File: src/design/tsf_map.svh
// register offsets, field positions, reset values and timing counts of the transmit status flag block
`ifndef TSF_MAP_SVH
`define TSF_MAP_SVH

// ********************************
// register map (byte addresses)
// ********************************
`define TSF_ADR_W         8
`define TSF_REG_CTRL      8'h00
`define TSF_REG_STATUS    8'h04
`define TSF_REG_LASTWORD  8'h08

// ********************************
// control register fields
// ********************************
`define TSF_CTRL_LBK      0
`define TSF_CTRL_FCSI     13
`define TSF_CTRL_LWSEL    14
`define TSF_CTRL_RST      3'h0

// ********************************
// status fields and reset values
// ********************************
`define TSF_FLAGS_W       11
`define TSF_FLAGS_RST     11'h101
`define TSF_STAT_OVR      16
`define TSF_COLL_W        5
`define TSF_EXC_LIMIT     5'h10
`define TSF_WORD_W        16

// ********************************
// timing
// ********************************
`define TSF_CLK_NS        20
`define TSF_SLOT_NS       51200
`define TSF_SLOT_CYC      ((`TSF_SLOT_NS + `TSF_CLK_NS - 1) / `TSF_CLK_NS)
`define TSF_TMR_W         12

`endif

File: src/design/tsf_pkg.sv
// types shared by the transmit status flag modules
package tsf_pkg;
`include "tsf_map.svh"

   typedef struct packed {
      logic excess_deferral_flag;
      logic def;
      logic no_carrier_flag;
      logic carrier_lost_flag;
      logic excess_collision_flag;
      logic owc;
      logic rsv4;
      logic monitored_bad_flag;
      logic fu;
      logic byte_count_mismatch_flag;
      logic ptx;
   } tsf_flags_t;

   typedef enum logic [1:0] {
      TSF_IDLE    = 2'b00,
      TSF_TX      = 2'b01,
      TSF_BACKOFF = 2'b10,
      TSF_WB      = 2'b11
   } tsf_phase_t;

endpackage : tsf_pkg

File: src/design/tsf_link_if.sv
// signals between the flag logic, its slot timer and its frame monitor
interface tsf_link_if;
   logic tmr_start_pre;
   logic tmr_start_sfd;
   logic tmr_stop;
   logic tmr_sel;
   logic tmr_late;
   logic mon_arm;
   logic mon_inhibit;
   logic mon_done;
   logic mon_crc_bad;
   logic mon_align_err;
   logic mon_sa_miss;
   logic mon_overrun;
   logic mon_bad;
   logic mon_ovr;

   modport core (output tmr_start_pre, tmr_start_sfd, tmr_stop, tmr_sel, mon_arm, mon_inhibit,
                 mon_done, mon_crc_bad, mon_align_err, mon_sa_miss, mon_overrun,
                 input tmr_late, mon_bad, mon_ovr);
   modport timer (input tmr_start_pre, tmr_start_sfd, tmr_stop, tmr_sel, output tmr_late);
   modport monitor (input mon_arm, mon_inhibit, mon_done, mon_crc_bad, mon_align_err, mon_sa_miss,
                    mon_overrun, output mon_bad, mon_ovr);
endinterface : tsf_link_if

File: src/design/tsf_slot_timer.sv
// out-of-window collision timer: one slot time from preamble or from frame delimiter
module tsf_slot_timer
   import tsf_pkg::*;
(
   input  wire logic   clk,
   input  wire logic   rstn,
   tsf_link_if.timer   lnk
);
   typedef struct packed {
      logic                  run;
      logic [`TSF_TMR_W-1:0] cnt;
      logic                  late;
   } tsf_tmr_t;

   localparam logic [`TSF_TMR_W-1:0] SLOT = `TSF_TMR_W'(`TSF_SLOT_CYC);

   tsf_tmr_t s_r;
   tsf_tmr_t s_nxt;

   always_comb begin
      s_nxt = s_r;
      if (s_r.run) begin
         if (s_r.cnt == SLOT) begin
            s_nxt.late = 1'b1;
            s_nxt.run  = 1'b0;
         end else begin
            s_nxt.cnt = s_r.cnt + `TSF_TMR_W'(1);
         end
      end
      // select picks which event opens the window
      if ((lnk.tmr_start_pre && lnk.tmr_sel) || (lnk.tmr_start_sfd && !lnk.tmr_sel)) begin
         s_nxt.run  = 1'b1;
         s_nxt.cnt  = '0;
         s_nxt.late = 1'b0;
      end
      if (lnk.tmr_stop || (lnk.tmr_start_pre && !lnk.tmr_sel)) begin
         s_nxt = '0;
      end
   end

   always_ff @(posedge clk or negedge rstn) begin
      if (!rstn) begin
         s_r <= '0;
      end else begin
         s_r <= s_nxt;
      end
   end

   assign lnk.tmr_late = s_r.late;
endmodule : tsf_slot_timer

File: src/design/tsf_frame_monitor.sv
// receive-side check of the looped transmitted frame
module tsf_frame_monitor
   import tsf_pkg::*;
(
   input  wire logic   clk,
   input  wire logic   rstn,
   tsf_link_if.monitor lnk
);
   typedef struct packed {
      logic inhibit;
      logic bad;
      logic ovr;
   } tsf_mon_t;

   tsf_mon_t s_r;
   tsf_mon_t s_nxt;

   always_comb begin
      s_nxt     = s_r;
      s_nxt.bad = 1'b0;
      if (lnk.mon_arm) begin
         s_nxt.inhibit = lnk.mon_inhibit;
         s_nxt.ovr     = 1'b0;
      end
      // overrun marks the verdict as meaningless; kept for software
      if (lnk.mon_overrun) begin
         s_nxt.ovr = 1'b1;
      end
      // checker listens whatever the transmit state is
      if (lnk.mon_done) begin
         s_nxt.bad = !s_r.inhibit && (lnk.mon_crc_bad || lnk.mon_align_err || lnk.mon_sa_miss);
      end
   end

   always_ff @(posedge clk or negedge rstn) begin
      if (!rstn) begin
         s_r <= '0;
      end else begin
         s_r <= s_nxt;
      end
   end

   assign lnk.mon_bad = s_r.bad;
   assign lnk.mon_ovr = s_r.ovr;
endmodule : tsf_frame_monitor

File: src/design/tsf_flags.sv
// transmit status flag logic with wishbone registers and descriptor status write-back
//
// The Wishbone register port and the register offsets are this design's own decisions.
module tsf_flags
   import tsf_pkg::*;
(
   input  wire logic                   clk,
   input  wire logic                   rstn,
   input  wire logic [`TSF_ADR_W-1:0]  wb_adr_i,
   input  wire logic [31:0]            wb_dat_i,
   input  wire logic [3:0]             wb_sel_i,
   input  wire logic                   wb_we_i,
   input  wire logic                   wb_cyc_i,
   input  wire logic                   wb_stb_i,
   output logic                        wb_ack_o,
   output logic [31:0]                 wb_dat_o,
   input  wire logic                   attempt_start,
   input  wire logic                   new_packet,
   input  wire logic                   sfd_sent,
   input  wire logic                   last_byte,
   input  wire logic                   collision,
   input  wire logic                   crs,
   input  wire logic                   rx_activity,
   input  wire logic                   deferred,
   input  wire logic                   excess_deferral,
   input  wire logic                   fifo_underrun,
   input  wire logic                   byte_count_mismatch,
   input  wire logic                   mon_done,
   input  wire logic                   mon_crc_bad,
   input  wire logic                   mon_align_err,
   input  wire logic                   mon_sa_miss,
   input  wire logic                   rx_overrun,
   output logic                        tx_abort,
   output logic                        tx_backoff,
   output logic                        desc_status_valid,
   output logic [`TSF_WORD_W-1:0]      desc_status_word,
   input  wire logic                   desc_status_done
);
   // ********************************
   // state
   // ********************************
   typedef struct packed {
      tsf_phase_t            phase;
      tsf_flags_t            flags;
      logic [`TSF_COLL_W-1:0] coll;
      logic                  first;
      logic                  in_frame;
      logic                  abort;
      logic                  backoff;
      logic                  ctl_lbk;
      logic                  ctl_fcsi;
      logic                  ctl_lwsel;
      logic                  cfg_lbk;
      logic                  cfg_fcsi;
      logic                  cfg_lwsel;
      logic [`TSF_WORD_W-1:0] word;
      logic                  ack;
      logic [31:0]           rdat;
   } tsf_state_t;

   tsf_state_t s_r;
   tsf_state_t s_nxt;
   tsf_link_if lnk ();

   logic                    carrier_seen;
   logic                    wb_req;
   logic [`TSF_COLL_W-1:0]  coll_inc;
   tsf_flags_t              word_flags;

   function automatic logic [31:0] tsf_status_rd(input tsf_state_t s, input logic ovr);
      tsf_status_rd = {15'h0000, ovr, s.coll, s.flags};
   endfunction : tsf_status_rd

   // ********************************
   // submodules
   // ********************************
   tsf_slot_timer u_timer (
      .clk  (clk),
      .rstn (rstn),
      .lnk  (lnk.timer)
   );

   tsf_frame_monitor u_monitor (
      .clk  (clk),
      .rstn (rstn),
      .lnk  (lnk.monitor)
   );

   assign lnk.tmr_start_pre = attempt_start;
   assign lnk.tmr_start_sfd = sfd_sent && (s_r.phase == TSF_TX);
   assign lnk.tmr_stop      = last_byte || collision;
   assign lnk.tmr_sel       = attempt_start && new_packet ? s_r.ctl_lwsel : s_r.cfg_lwsel;
   assign lnk.mon_arm       = attempt_start && new_packet;
   assign lnk.mon_inhibit   = s_r.ctl_fcsi;
   assign lnk.mon_done      = mon_done;
   assign lnk.mon_crc_bad   = mon_crc_bad;
   assign lnk.mon_align_err = mon_align_err;
   assign lnk.mon_sa_miss   = mon_sa_miss;
   assign lnk.mon_overrun   = rx_overrun;

   // loopback has no carrier of its own: receive activity stands in for it
   assign carrier_seen = s_r.cfg_lbk ? rx_activity : crs;
   assign wb_req       = wb_cyc_i && wb_stb_i;
   assign coll_inc     = s_r.coll + `TSF_COLL_W'(1);
   assign word_flags   = s_r.word[`TSF_FLAGS_W-1:0];

   // ********************************
   // next state
   // ********************************
   always_comb begin
      s_nxt         = s_r;
      s_nxt.abort   = 1'b0;
      s_nxt.backoff = 1'b0;

      // bus slave: ack one cycle after the request, write lands on the acked edge
      s_nxt.ack = wb_req && !s_r.ack;
      if (wb_req && !s_r.ack) begin
         unique case (wb_adr_i)
            `TSF_REG_CTRL: begin
               s_nxt.rdat = 32'h0;
               s_nxt.rdat[`TSF_CTRL_LBK]   = s_r.ctl_lbk;
               s_nxt.rdat[`TSF_CTRL_FCSI]  = s_r.ctl_fcsi;
               s_nxt.rdat[`TSF_CTRL_LWSEL] = s_r.ctl_lwsel;
            end
            `TSF_REG_STATUS:   s_nxt.rdat = tsf_status_rd(s_r, lnk.mon_ovr);
            `TSF_REG_LASTWORD: s_nxt.rdat = {16'h0000, s_r.word};
            default:           s_nxt.rdat = 32'h0;
         endcase
      end
      if (wb_req && s_r.ack && wb_we_i && wb_adr_i == `TSF_REG_CTRL) begin
         if (wb_sel_i[0]) begin
            s_nxt.ctl_lbk = wb_dat_i[`TSF_CTRL_LBK];
         end
         if (wb_sel_i[1]) begin
            s_nxt.ctl_fcsi  = wb_dat_i[`TSF_CTRL_FCSI];
            s_nxt.ctl_lwsel = wb_dat_i[`TSF_CTRL_LWSEL];
         end
      end

      // clears come first so that a same-cycle event wins
      if (s_r.phase == TSF_WB && desc_status_done) begin
         s_nxt.flags.def = 1'b0;
         s_nxt.flags.owc = 1'b0;
         s_nxt.first     = 1'b1;
         s_nxt.phase     = TSF_IDLE;
      end

      if (attempt_start) begin
         if (new_packet) begin
            s_nxt.flags.excess_deferral_flag  = 1'b0;
            s_nxt.flags.carrier_lost_flag = 1'b0;
            s_nxt.flags.excess_collision_flag  = 1'b0;
            s_nxt.flags.byte_count_mismatch_flag  = 1'b0;
            s_nxt.flags.ptx  = 1'b0;
            s_nxt.flags.fu   = 1'b0;
            s_nxt.flags.monitored_bad_flag  = 1'b0;
            s_nxt.coll       = '0;
            s_nxt.cfg_lbk    = s_r.ctl_lbk;
            s_nxt.cfg_fcsi   = s_r.ctl_fcsi;
            s_nxt.cfg_lwsel  = s_r.ctl_lwsel;
         end
         s_nxt.flags.no_carrier_flag = 1'b1;
         s_nxt.in_frame   = 1'b0;
         s_nxt.phase      = TSF_TX;
      end else if (s_r.phase == TSF_TX) begin
         // no_carrier_flag only falls on carrier, so silence leaves it set at the end
         if (carrier_seen) begin
            s_nxt.flags.no_carrier_flag = 1'b0;
         end
         if (sfd_sent) begin
            s_nxt.in_frame = 1'b1;
            if (s_r.cfg_lbk) begin
               s_nxt.flags.carrier_lost_flag = 1'b1;
            end
         end
         if (s_r.in_frame && !crs) begin
            s_nxt.flags.carrier_lost_flag = 1'b1;
         end
         if (collision) begin
            s_nxt.coll     = coll_inc;
            s_nxt.first    = 1'b0;
            s_nxt.in_frame = 1'b0;
            if (lnk.tmr_late) begin
               s_nxt.flags.owc = 1'b1;
            end
            if (coll_inc == `TSF_EXC_LIMIT) begin
               s_nxt.flags.excess_collision_flag = 1'b1;
               s_nxt.abort     = 1'b1;
               s_nxt.phase     = TSF_WB;
               // an aborted attempt that never saw carrier reports both flags too
               if (s_nxt.flags.no_carrier_flag) begin
                  s_nxt.flags.carrier_lost_flag = 1'b1;
               end
            end else begin
               // late or not, the retry path is the same
               s_nxt.backoff = 1'b1;
               s_nxt.phase   = TSF_BACKOFF;
            end
         end else if (last_byte) begin
            // carrier trouble never aborts; the frame always runs to its last byte
            if (s_nxt.flags.no_carrier_flag) begin
               s_nxt.flags.carrier_lost_flag = 1'b1;
            end
            s_nxt.in_frame  = 1'b0;
            s_nxt.flags.ptx = !s_nxt.flags.fu && !s_nxt.flags.excess_collision_flag;
            s_nxt.phase     = TSF_WB;
         end
      end

      if (deferred && s_r.first) begin
         s_nxt.flags.def = 1'b1;
      end
      if (excess_deferral) begin
         s_nxt.flags.excess_deferral_flag = 1'b1;
      end
      if (fifo_underrun) begin
         s_nxt.flags.fu = 1'b1;
      end
      if (byte_count_mismatch) begin
         s_nxt.flags.byte_count_mismatch_flag = 1'b1;
      end
      if (lnk.mon_bad) begin
         s_nxt.flags.monitored_bad_flag = 1'b1;
      end

      // snapshot taken once, so late monitor results do not tear the word
      if (s_nxt.phase == TSF_WB && s_r.phase != TSF_WB) begin
         s_nxt.word = {s_nxt.coll, s_nxt.flags};
      end
   end

   always_ff @(posedge clk or negedge rstn) begin
      if (!rstn) begin
         s_r       <= '0;
         s_r.phase <= TSF_IDLE;
         s_r.flags <= `TSF_FLAGS_RST;
         s_r.first <= 1'b1;
      end else begin
         s_r <= s_nxt;
      end
   end

   // ********************************
   // outputs
   // ********************************
   assign wb_ack_o          = s_r.ack;
   assign wb_dat_o          = s_r.rdat;
   assign tx_abort          = s_r.abort;
   assign tx_backoff        = s_r.backoff;
   assign desc_status_valid = (s_r.phase == TSF_WB);
   assign desc_status_word  = s_r.word;
endmodule : tsf_flags

File: config.mk
export PLATFORM = sky130hd
export DESIGN_NAME = tsf_flags
export DESIGN_NICKNAME = d
export VERILOG_FILES = /design/src/design/tsf_pkg.sv /design/src/design/tsf_link_if.sv /design/src/design/tsf_slot_timer.sv /design/src/design/tsf_frame_monitor.sv /design/src/design/tsf_flags.sv
export VERILOG_INCLUDE_DIRS = /design/src /design/src/design
export SDC_FILE = /design/constraint.sdc
export NUM_CORES = 1
export LEC_CHECK = 0
export BUFFER_PORTS_ARGS = -buffer_cell sky130_fd_sc_hd__buf_2
export CORE_UTILIZATION = 24
export DETAILED_ROUTE_END_ITERATION = 10
export PLACE_DENSITY_LB_ADDON = 0.05
export SLEW_MARGIN = 20
export SYNTH_ARGS = -nofsm -noshare
export SYNTH_HDL_FRONTEND = slang
export SYNTH_HIERARCHICAL = 1
export SYNTH_SLANG_ARGS = --single-unit
File: constraint.sdc
create_clock -name clk -period 5.25 [get_ports clk]
set_clock_uncertainty 0.2 [all_clocks]
set_input_delay 0.525 -clock clk [delete_from_list [all_inputs] [get_ports clk]]
set_output_delay 0.525 -clock clk [all_outputs]
set_load 0.005 [all_outputs]
; Yosys cells after proc, flatten, opt, wreduce, memory -nomap -nowiden
; Index checks and enable logic that the tools add are counted.
[word_totals]
word_cells = 140
ff_bits = 91
[classes]
reduce_logical = 39
add_sub_neg = 2
eq_ne = 9
mux = 60
[op_table]
columns = cell, n
row1 = $pmux 17 s3, 1
row2 = $mux 14, 3
row3 = $mux 1, 38
row4 = $mux 2, 10
row5 = $logic_and 1x1->1, 16
row6 = $add 12x1->12 const B, 1
row7 = $eq 12x12->1 const B, 1
row8 = $mux 12, 1
row9 = $mux 6, 2
row10 = $reduce_and 2->1, 6
row11 = $mux 10, 1
row12 = $mux 9, 1
row13 = $eq 8x3->1 const B, 1
row14 = $eq 8x4->1 const B, 1
row15 = $logic_not 8->1, 1
row16 = $logic_not 1->1, 6
row17 = $mux 3, 2
row18 = $reduce_bool 3->1, 2
row19 = $add 5x1->5 const B, 1
row20 = $eq 5x5->1 const B, 1
row21 = $logic_or 1x1->1, 5
row22 = $eq 2x2->1 const B, 2
row23 = $mux 4, 1
row24 = $reduce_bool 2->1, 2
row25 = 4 further kinds, 4

; Longest topological paths before layout
; Gate-level depths: netlist of run 1.
[depth]
ltp_word = 9
mapped_depth = 8
ltp_nobuf = 6

; Cells and area by module
; Netlist of run 1, hierarchy kept.
[by_module_without_submodules]
columns = module, seq_area_each_um2, instances, cells_each, area_per_inst_um2
row1 = tsf_flags, 1455.1, 1, 284, 3049.2
row2 = tsf_slot_timer, 350.3, 1, 77, 773.2
row3 = tsf_frame_monitor, 75.1, 1, 8, 113.9

; Worst setup path after synthesis of run 1
; OpenSTA, ideal clock, no wires.
[synth_timing]
kind = input to register
startpoint = input port attempt_start
endpoint = register u_timer/s_r[12] (netlist name)
cell_stages = 8
setup_slack_ns = 2.660
required_time_ns = 4.973
arrival_ns = 2.313
setup_ns = 0.077
path_buffers = 2
path_cell_list = buf_2 -> nand2_1 -> clkbuf_1 -> mux2_2 -> and2b_1 -> o311ai_4 -> or4_1 -> a21oi_1
[synth_between]
elab_chain_len = 7
word_cells_on_any_way = 13
cone_classes = eq/ne (1) / mux (3) / reduce/logical (9)
[synth_lines]
columns = element, line_no
row1 = from (decl), tsf_flags.sv:17  ; input wire logic attempt_start,
row2 = $logic_and 1x1->1 (*), tsf_flags.sv:92  ; assign lnk.tmr_sel = attempt_start && new_packet ? s_r.ctl_lwsel : s_r.cfg_lwsel;
row3 = $mux 1 (*), tsf_flags.sv:92
row4 = named net lnk.tmr_sel, tsf_link_if.sv:6  ; logic tmr_sel;
row5 = $logic_not 1->1, "tsf_slot_timer.sv:31, tsf_slot_timer.sv:36"
row6 = "$logic_and 1x1->1, on equally long branches", "tsf_slot_timer.sv:36, tsf_slot_timer.sv:31"
row7 = "$logic_or 1x1->1, on equally long branches", "tsf_slot_timer.sv:36, tsf_slot_timer.sv:31"
row8 = $ne 3x3->1 (no line) (tied with other cells), -
row9 = $reduce_and 2->1 (no line) or $mux 14 (tied branches), -
row10 = to (signal assigned), tsf_slot_timer.sv:45  ; s_r <= s_nxt;
row11 = to (decl), tsf_slot_timer.sv:17  ; tsf_tmr_t s_r;
; Mark *: on every way through the listed nets, which the timed path passes. The rest lies on a longest branch.
; A chain may end at the register's enable or synchronous reset.

; Worst setup path after layout of run 1
[layout_timing]
startpoint = register s_r[59] (netlist name)
endpoint = register s_r (netlist bit desc_status_word[2])
[layout_between]
elab_chain_len = 8
[layout_lines]
columns = element, line_no
row1 = from (decl), tsf_flags.sv:61  ; tsf_state_t s_r;
row2 = from (signal assigned), tsf_flags.sv:239  ; s_r <= s_nxt;
row3 = $add 5x1->5, tsf_flags.sv:104  ; assign coll_inc = s_r.coll + `TSF_COLL_W'(1);
row4 = $eq 5x5->1 (no line), -
row5 = $mux 1, tsf_flags.sv:186  ; if (coll_inc == `TSF_EXC_LIMIT) begin
row6 = $mux 2, tsf_flags.sv:179  ; if (collision) begin
row7 = $mux 2, tsf_flags.sv:165  ; end else if (s_r.phase == TSF_TX) begin
row8 = $mux 2, tsf_flags.sv:148  ; if (attempt_start) begin
row9 = $eq 2x2->1, tsf_flags.sv:227  ; if (s_nxt.phase == TSF_WB && s_r.phase != TSF_WB) begin
row10 = $logic_and 1x1->1, tsf_flags.sv:227
; No other way between the ends.

==> results.cfg, run 1 <==
[sta]
hold_ws_ns = 0.000642
rsz0062_at_grt = false
fin_crit_sh_pct = 50.9
tns_ns = 0
layout_min_cycle_time_ns = 2.67
worst_pin_slew_ns = 0.838
setup_viol = 0
slew_viol_final = 0
slew_headroom_pct = 44.1
fmax_mhz = 374
hold_viol = 0

[layout]
drive_gt1_share_pct = 27.2
area_growth_pct = 14.3
fillers = 1719
diodes = 0
final_nets = 477

[worst_setup_path]
max_stage_delay_ns = 0.72
cp_cell_sequence = ha_1 > and3_1 > a31o_1 > a31oi_4 > mux2_1
cp.arrival_ns = 2.70
path_max_fanout = 15
end_kind = flip-flop
crit_slowest_cell = a31oi_4
cp_data_required_time_ns = 5.27
start_kind = flip-flop
worstSetupPathType = reg2reg

[clock_network]
cts-resized-gates = 0
cts_tree = built
cts_sinks = 75
hold_buffers = 0
clk_latency_ns = 0.34
h-tree-depth = 3
numCtsBuffers = 9
cts_buffer_depth = 2
root_buffer = clkbuf_16
cts_setup_buffers = 0
clk_pin_slew_ns = 0.06

[routing]
avgViaCountPerCell = 4.32
drc_errors = 0
ant_nets = 0
first_pass_iters = 4
post_drt_wl_per_cell_um = 15.5
drt_iter0_markers = 139
dr_total_vias = 2713
wirelength_mm = 9.76

[logic_synthesis]
syn_area_per_cell_um2 = 10.7
ys_ff_latch = 75
ys_seq_area_share_pct = 47.8
synth-async-reset-ratio_pct = 100
syn_area_um2 = 3940
yosysWarnings = 6
ys.flop_type = dfrtp_1
synthTopCellsByArea = dfrtp_1, buf_4, mux2_4
synth_edf_count = 0
synth_top_area_share_pct = 45.8
synth_top_cell_by_area = dfrtp_1
netlist_instances = 369
synth_cell_types = 55

[global_routing]
grt_overflow = 0
antenna_found_initial = 0
grt_pass1_wl_mm = 15.6
grt_pass1_vias = 2779
grt_util_all_layers_pct = 12.8
grt_max_degree = 76

[placed_design]
portBuffers = 69
gp_congestion = 0.696
hpwl_mm = 6.83

[floorplanning]
die_w_um = 130
die_h_um = 130
start_util_pct = 24.7
core_um2 = 15900
die_area_um2 = 16900
rows = 46
io_pins = 118

[power_and_ir_drop]
peakVddDrop_uv = 165
leakage_nw = 2.08
total_power_mw = 1.52
pwr_density_cell_nw_per_um2 = 338

[run_status]
status = finished clean

[run]
cap_violations = 0

[hold_path]
hp-class = in2async
[sequential cells by signal, indices dropped and copies added, names as in the netlist]
| signal | count |
|---|---|
| desc_status_word | 15 |
| u_monitor/lnk.mon_ovr | 1 |
| tx_backoff | 1 |
| u_monitor/s_r | 1 |
| u_timer/s_r | 13 |
| s_r | 23 |
| wb_ack_o | 1 |
| tx_abort | 1 |
| u_monitor/lnk.mon_bad | 1 |
| u_timer/lnk.tmr_late | 1 |
| lnk.mon_inhibit | 1 |
| wb_dat_o | 16 |
[critical path, delay by kind of cell (launching register included)]
kind	cells	cell delay [ns]
AND/OR/NAND/NOR	1	0.20
AO/OA/AOI/OAI	2	1.00
flip-flops	1	0.47
multiplexers	1	0.38
adder cells (fa/ha/maj)	1	0.29
[metal layers]
metal | track usage (%) | wire, um
met2 | 19.5 | 4440
met4 | 6.57 | 199
met5 | 0 | 0
met1 | 16.9 | 4720
met3 | 2.75 | 398
[placed cells by master (no fill, tap or decap), types with 6 or more instances in the layout]
cell,n
buf_2,68
nor3_1,6
mux2i_1,7
xor2_1,6
dfrtp_1,72
a22oi_1,13
conb_1,17
mux2_4,10
nand2_1,31
inv_1,10
a21oi_1,14
o21ai_0,12
nand3_1,9
o31ai_1,13
nor2_1,20
clkbuf_16,9
[cell usage after synthesis, types with 5 or more instances]
cell	number
mux2_4	10
o31ai_1	13
nand2_1	31
dfrtp_1	72
nor3_1	6
clkbuf_1	9
buf_4	48
xor2_1	6
a22oi_1	13
mux2i_1	7
inv_1	10
a21oi_1	14
nand3_1	9
nand4_1	5
o21ai_0	12
mux2_2	5
a21o_1	5
nor2_1	20
mux2_1	5
[cells by family after synthesis]
family,after synthesis,share of synthesized area [%]
AND/OR/NAND/NOR,111,15.6
AO/OA/AOI/OAI,71,12.9
flip-flops,75,47.8
adder cells (fa/ha/maj),4,1.27
other,1,0.0953
buffers and inverters,70,11.7
XOR/XNOR,10,2.22
multiplexers,27,8.45
[where the power goes]
| part | switching [mW] | internal (mW) |
|---|---|---|
| Clock | 0.241 | 0.381 |
| Combinational | 0.105 | 0.103 |
| Sequential | 0.0543 | 0.635 |
[metrics by stage]
| step | util [%] | setup WS (ns) | instances | instance area [um2] |
|---|---|---|---|---|
| after floorplan | - | 2.66 | 385 | 4000 |
| after global routing | 28.2 | 2.46 | 628 | 4500 |
| after detailed placement | 26.4 | 2.24 | 612 | 4210 |
| final | 28.2 | 2.58 | 628 | 4500 |
| after CTS | 28.2 | 2.56 | 628 | 4500 |
| after global placement | 26.4 | 2.27 | 612 | 4210 |
[layout make-up]
class / instances / area (um2) / area share (%)
Clock buffer: 14 / 254 / 5.64
Inverter: 10 / 37.5 / 0.834
Multi-Input combinational cell: 240 / 1660 / 36.8
Timing Repair Buffer: 71 / 367 / 8.15
Clock inverter: 2 / 35.0 / 0.778
Sequential cell: 75 / 1880 / 41.8
Tap cell: 216 / 270 / 6.00
[final timing paths]
check	start	to	slack [ns]	cells past startpoint
max in group asynchronous	rstn	s_r[57]	4.33	1
min reg2reg	s_r[58]	s_r[58]	0.27	2
min	rstn	wb_dat_o[3]	0.0006	1
max reg2reg	s_r[59]	desc_status_word[2]	2.58	5
min in group clk	rx_overrun	u_monitor/lnk.mon_ovr	0.16	2
max	s_r[59]	desc_status_word[2]	2.58	5
Power figures use the tool's default switching activity.
==> run 2: changes to the inputs <==
clock period = 2.66 ns   (was 5.25 ns; I/O delays follow)
==> run 2 against run 1 <==
Against the previous run: critical path depth rose by 1; die area did not move; sequential cell count unchanged; clock power increased by 110%; setup slack worse by 2.4 ns; power is 100% higher; sequential power increased by 97%; core utilization is 1.2 points higher; critical endpoint unchanged; cell count is 2.5% higher; global-route usage increased by 0.23 points.
==> results.cfg, run 2 (synthesized netlist as in run 1, its figures left out) <==
[placed_design]
portBuffers = 69
preCtsSetupSlack_ns = 0.237
gp_congestion = 0.705
hpwl_mm = 7.16

[layout]
area_growth_pct = 19.1
final_nets = 493
fillers = 1728
final_common_cell = dfrtp_1
drive_gt1_share_pct = 28.0
top_register = s_r
multiInputGateArea_um2 = 1660
largest_register_ffs = 23
final_cell_mix = dfrtp_1, buf_2, nand2_1
regArea_um2 = 1880
diodes = 0

[clock_network]
cts_sinks = 75
clk_pin_slew_ns = 0.06
clk_latency_ns = 0.34
cts-resized-gates = 0
root_buffer = clkbuf_16
cts_buffer_depth = 2
numCtsBuffers = 9
h-tree-depth = 3
cts_tree = built
cts_setup_buffers = 0
hold_buffers = 10

[floorplanning]
die_w_um = 130
die_h_um = 130
io_pins = 118
core_um2 = 15900
rows = 46
start_util_pct = 24.7
die_area_um2 = 16900

[power_and_ir_drop]
leakage_nw = 2.17
peakVddDrop_uv = 293
pwr_density_cell_nw_per_um2 = 656

[sta]
slew_viol_final = 0
slew_headroom_pct = 55.9
fin_crit_sh_pct = 92.5
rsz0062_at_grt = false
worst_pin_slew_ns = 0.659
hold_viol = 0
layout_min_cycle_time_ns = 2.46
tns_ns = 0
fmax_mhz = 407
setup_slack_ns = 0.200
setup_viol = 0

[worst_setup_path]
worstSetupPathType = reg2reg
end_kind = flip-flop
cp.arrival_ns = 2.48
path_buf_inv = 1
cp_data_required_time_ns = 2.68
path_max_fanout = 12
cp_cell_sequence = ha_1 > nor4b_1 > a31o_1 > a31oi_4 > buf_12 > mux2_1
start_kind = flip-flop
max_stage_delay_ns = 0.47
crit_slowest_cell = dfrtp_1
cpLargestDelayFamily = flip-flops

[global_routing]
antenna_found_initial = 0
grt_max_degree = 44
grt_pass1_vias = 2898
grt_overflow = 0
grt_util_all_layers_pct = 13.0
grt_pass1_wl_mm = 16.1

[routing]
drc_errors = 0
wirelength_mm = 10.0
avgViaCountPerCell = 4.31
drt_iter0_markers = 99
post_drt_wl_per_cell_um = 15.5
dr_total_vias = 2776
ant_nets = 0
first_pass_iters = 4

[run_status]
status = finished clean

[hold_path]
hp-class = in2reg

[run]
cap_violations = 0
run 2: cell count changes in the layout (fill, tap and decap cells not counted):
| cell | previous run | this run |
|---|---|---|
| clkbuf_8 | 1 | 3 |
| buf_6 | 1 | 0 |
| buf_12 | 0 | 2 |
| dlygate4sd3_1 | 0 | 10 |
| buf_4 | 2 | 7 |
| clkbuf_1 | 4 | 2 |
run 2: where the power goes:
| part | switching [mW] | internal, mW |
|---|---|---|
| clock network | 0.477 | 0.803 |
| registers | 0.105 | 1.25 |
| logic | 0.212 | 0.223 |
run 2: worst paths after layout:
kind                            startpoint  depth (start not counted)  slack [ns]             endpoint
worst max-delay path               s_r[59]                          6        0.20  desc_status_word[2]
worst min-delay path            new_packet                          2        0.03              s_r[61]
worst max register to register     s_r[59]                          6        0.20  desc_status_word[2]
worst min register to register     s_r[58]                          2        0.26              s_r[58]
max in group asynchronous             rstn                          3        1.29              s_r[64]
min in group asynchronous             rstn                          2        0.29          wb_dat_o[5]
run 2: layout make-up:
class                           instances  share of cell area (%)
Timing Repair Buffer                   87                    11.4
Tap cell                              216                    5.77
Clock inverter                          2                   0.747
Inverter                               10                   0.801
Sequential cell                        75                    40.1
Multi-Input combinational cell        240                    35.3
Clock buffer                           14                    5.85
run 2: worst register-to-register path, cell delays in order, from the launching register on:
cell and delay, ns:
dfrtp_1 0.47, ha_1 0.29, nor4b_1 0.42, a31o_1 0.27, a31oi_4 0.16, buf_12 0.20, mux2_1 0.32
run 2: metrics by stage:
step	power [mW]	instance area [um2]	util [%]	instances	hold WS, ns
after floorplan	1.69	4000	-	385	-0.230
after detailed placement	1.82	4280	26.8	618	0.138
final	3.07	4690	29.4	644	0.0260
after CTS	3.15	4690	29.4	644	0.0140
after global routing	3.25	4690	29.4	644	0.0348
after global placement	1.81	4280	26.8	618	0.132
run 2: layer usage:
layer	vias to the layer above	routed length (um)	GRT usage, %	part of all wire, %
met1	1356	4830	17.3	48
li1	1348	-	-	-
met3	12	362	2.42	3.6
met2	60	4620	20.3	46
met5	-	0	0	0
met4	0	194	5.95	1.9
==> run 3: changes to the inputs <==
PLACE_DENSITY_LB_ADDON = 0.12   (was 0.05)
==> run 3 against run 2 <==
Against the previous run: cell area is 0.13% higher; core utilization is essentially flat; combinational power fell by 2%; first-iteration DRC count increased by 17%; critical path type unchanged; largest cell class unchanged.
==> results.cfg, run 3 (synthesized netlist as in run 1, its figures left out) <==
[global_routing]
grt_max_degree = 40
grt_pass1_wl_mm = 15.0
grt_util_all_layers_pct = 12.0
grt_pass1_vias = 2640
grt_overflow = 0
antenna_found_initial = 0

[power_and_ir_drop]
power.switching_mw = 0.764
combPwrFrac_pct = 13.9
peakVddDrop_uv = 313
pwr_density_cell_nw_per_um2 = 654
p_int_mw = 2.30
pwr-share-seq_pct = 44.3
total_power_mw = 3.07
clkPwrFrac_pct = 41.8
switching_share_pct = 24.9
leakage_nw = 2.17

[sta]
fin_crit_sh_pct = 90.9
slew_viol_final = 0
hold_viol = 0
slew_headroom_pct = 56.0
rsz0062_at_grt = false
setup_slack_ns = 0.242
hold_ws_ns = 0.0532
worst_pin_slew_ns = 0.658
layout_min_cycle_time_ns = 2.42
tns_ns = 0
fmax_mhz = 414
setup_viol = 0

[hold_path]
hp-class = in2reg

[clock_network]
h-tree-depth = 3
cts_buffer_depth = 2
hold_buffers = 11
clk_latency_ns = 0.33
cts_tree = built
cts_setup_buffers = 0
numCtsBuffers = 9
root_buffer = clkbuf_16
cts_sinks = 75
clk_pin_slew_ns = 0.06
cts-resized-gates = 0

[routing]
dr_total_vias = 2727
first_pass_iters = 4
drt_iter0_markers = 116
wirelength_mm = 9.32
ant_nets = 0
drc_errors = 0
avgViaCountPerCell = 4.23
post_drt_wl_per_cell_um = 14.4

[layout]
finalNonFillerCells = 645
final_nets = 494
final_cell_mix = dfrtp_1, buf_2, nand2_1
area_growth_pct = 19.2
regArea_um2 = 1880
fillers = 1702
top_register = s_r
final_common_cell = dfrtp_1
diodes = 0
drive_gt1_share_pct = 28.0
largest_register_ffs = 23
multiInputGateArea_um2 = 1660

[floorplanning]
io_pins = 118
die_w_um = 130
die_h_um = 130
rows = 46
start_util_pct = 24.7
die_area_um2 = 16900
core_um2 = 15900

[placed_design]
gp_congestion = 0.688
dpl.cell_count = 618
hpwl_mm = 6.78
portBuffers = 69
preCtsSetupSlack_ns = 0.222

[worst_setup_path]
start_kind = flip-flop
path_max_fanout = 8
worstSetupPathType = reg2reg
end_kind = flip-flop
cp_data_required_time_ns = 2.67
cp.arrival_ns = 2.43

[run]
cap_violations = 0

[run_status]
status = finished clean
==> run 3: worst max-delay path, cell delays in order, from the launching register on <==
cell and delay [ns]:
dfrtp_1 0.47, ha_1 0.28, and3_1 0.19, a31o_1 0.27, a31oi_4 0.36, buf_4 0.21, mux2_1 0.32
==> run 3: area by class of cell <==
| class | instances | area share (%) |
|---|---|---|
| flip-flops and latches | 75 | 40.1 |
| multi-input cells | 240 | 35.3 |
| repair buffers | 88 | 11.3 |
| clock buffers | 15 | 6.13 |
| well taps | 216 | 5.76 |
| inverters | 10 | 0.800 |
| clock inverters | 1 | 0.640 |
==> run 3: path summary, 6_finish.rpt <==
path | start | endpoint | slack, ns | cells after the start
max | s_r[59] | desc_status_word[0] | 0.24 | 6
min reg2reg | u_monitor/s_r[2] | u_monitor/lnk.mon_bad | 0.25 | 1
min in group asynchronous | rstn | s_r[52] | 0.25 | 2
max reg2reg | s_r[59] | desc_status_word[0] | 0.24 | 6
min | mon_crc_bad | u_monitor/lnk.mon_bad | 0.05 | 3
max in group asynchronous | rstn | s_r[70] | 1.41 | 3
==> run 3: per-stage QoR <==
| stage | util (%) | cell area [um2] |
|---|---|---|
| after floorplan | - | 4000 |
| after global placement | 26.8 | 4270 |
| after detailed placement | 26.8 | 4270 |
| after CTS | 29.4 | 4690 |
| after global routing | 29.4 | 4690 |
| final | 29.4 | 4690 |
==> run 3: power groups by stage <==
stage          Clock [mW]  Combinational (mW)  Sequential, mW
4_1_cts              1.34               0.440            1.36
6_report             1.28               0.427            1.36
3_3_place_gp            0               0.423            1.38
2_1_floorplan           0               0.350            1.34
5_1_grt              1.38               0.483            1.38
3_5_place_dp            0               0.426            1.38
==> run 3: layer usage <==
layer  up-vias  part of all wire (%)  global-route usage, %  wire length, um
met4         0                   1.4                   4.51              135
met5         -                     0                      0                0
met3        10                   4.8                   3.24              449
met2        71                    43                   17.2             4040
li1       1351                     -                      -                -
met1      1295                    50                   16.9             4700
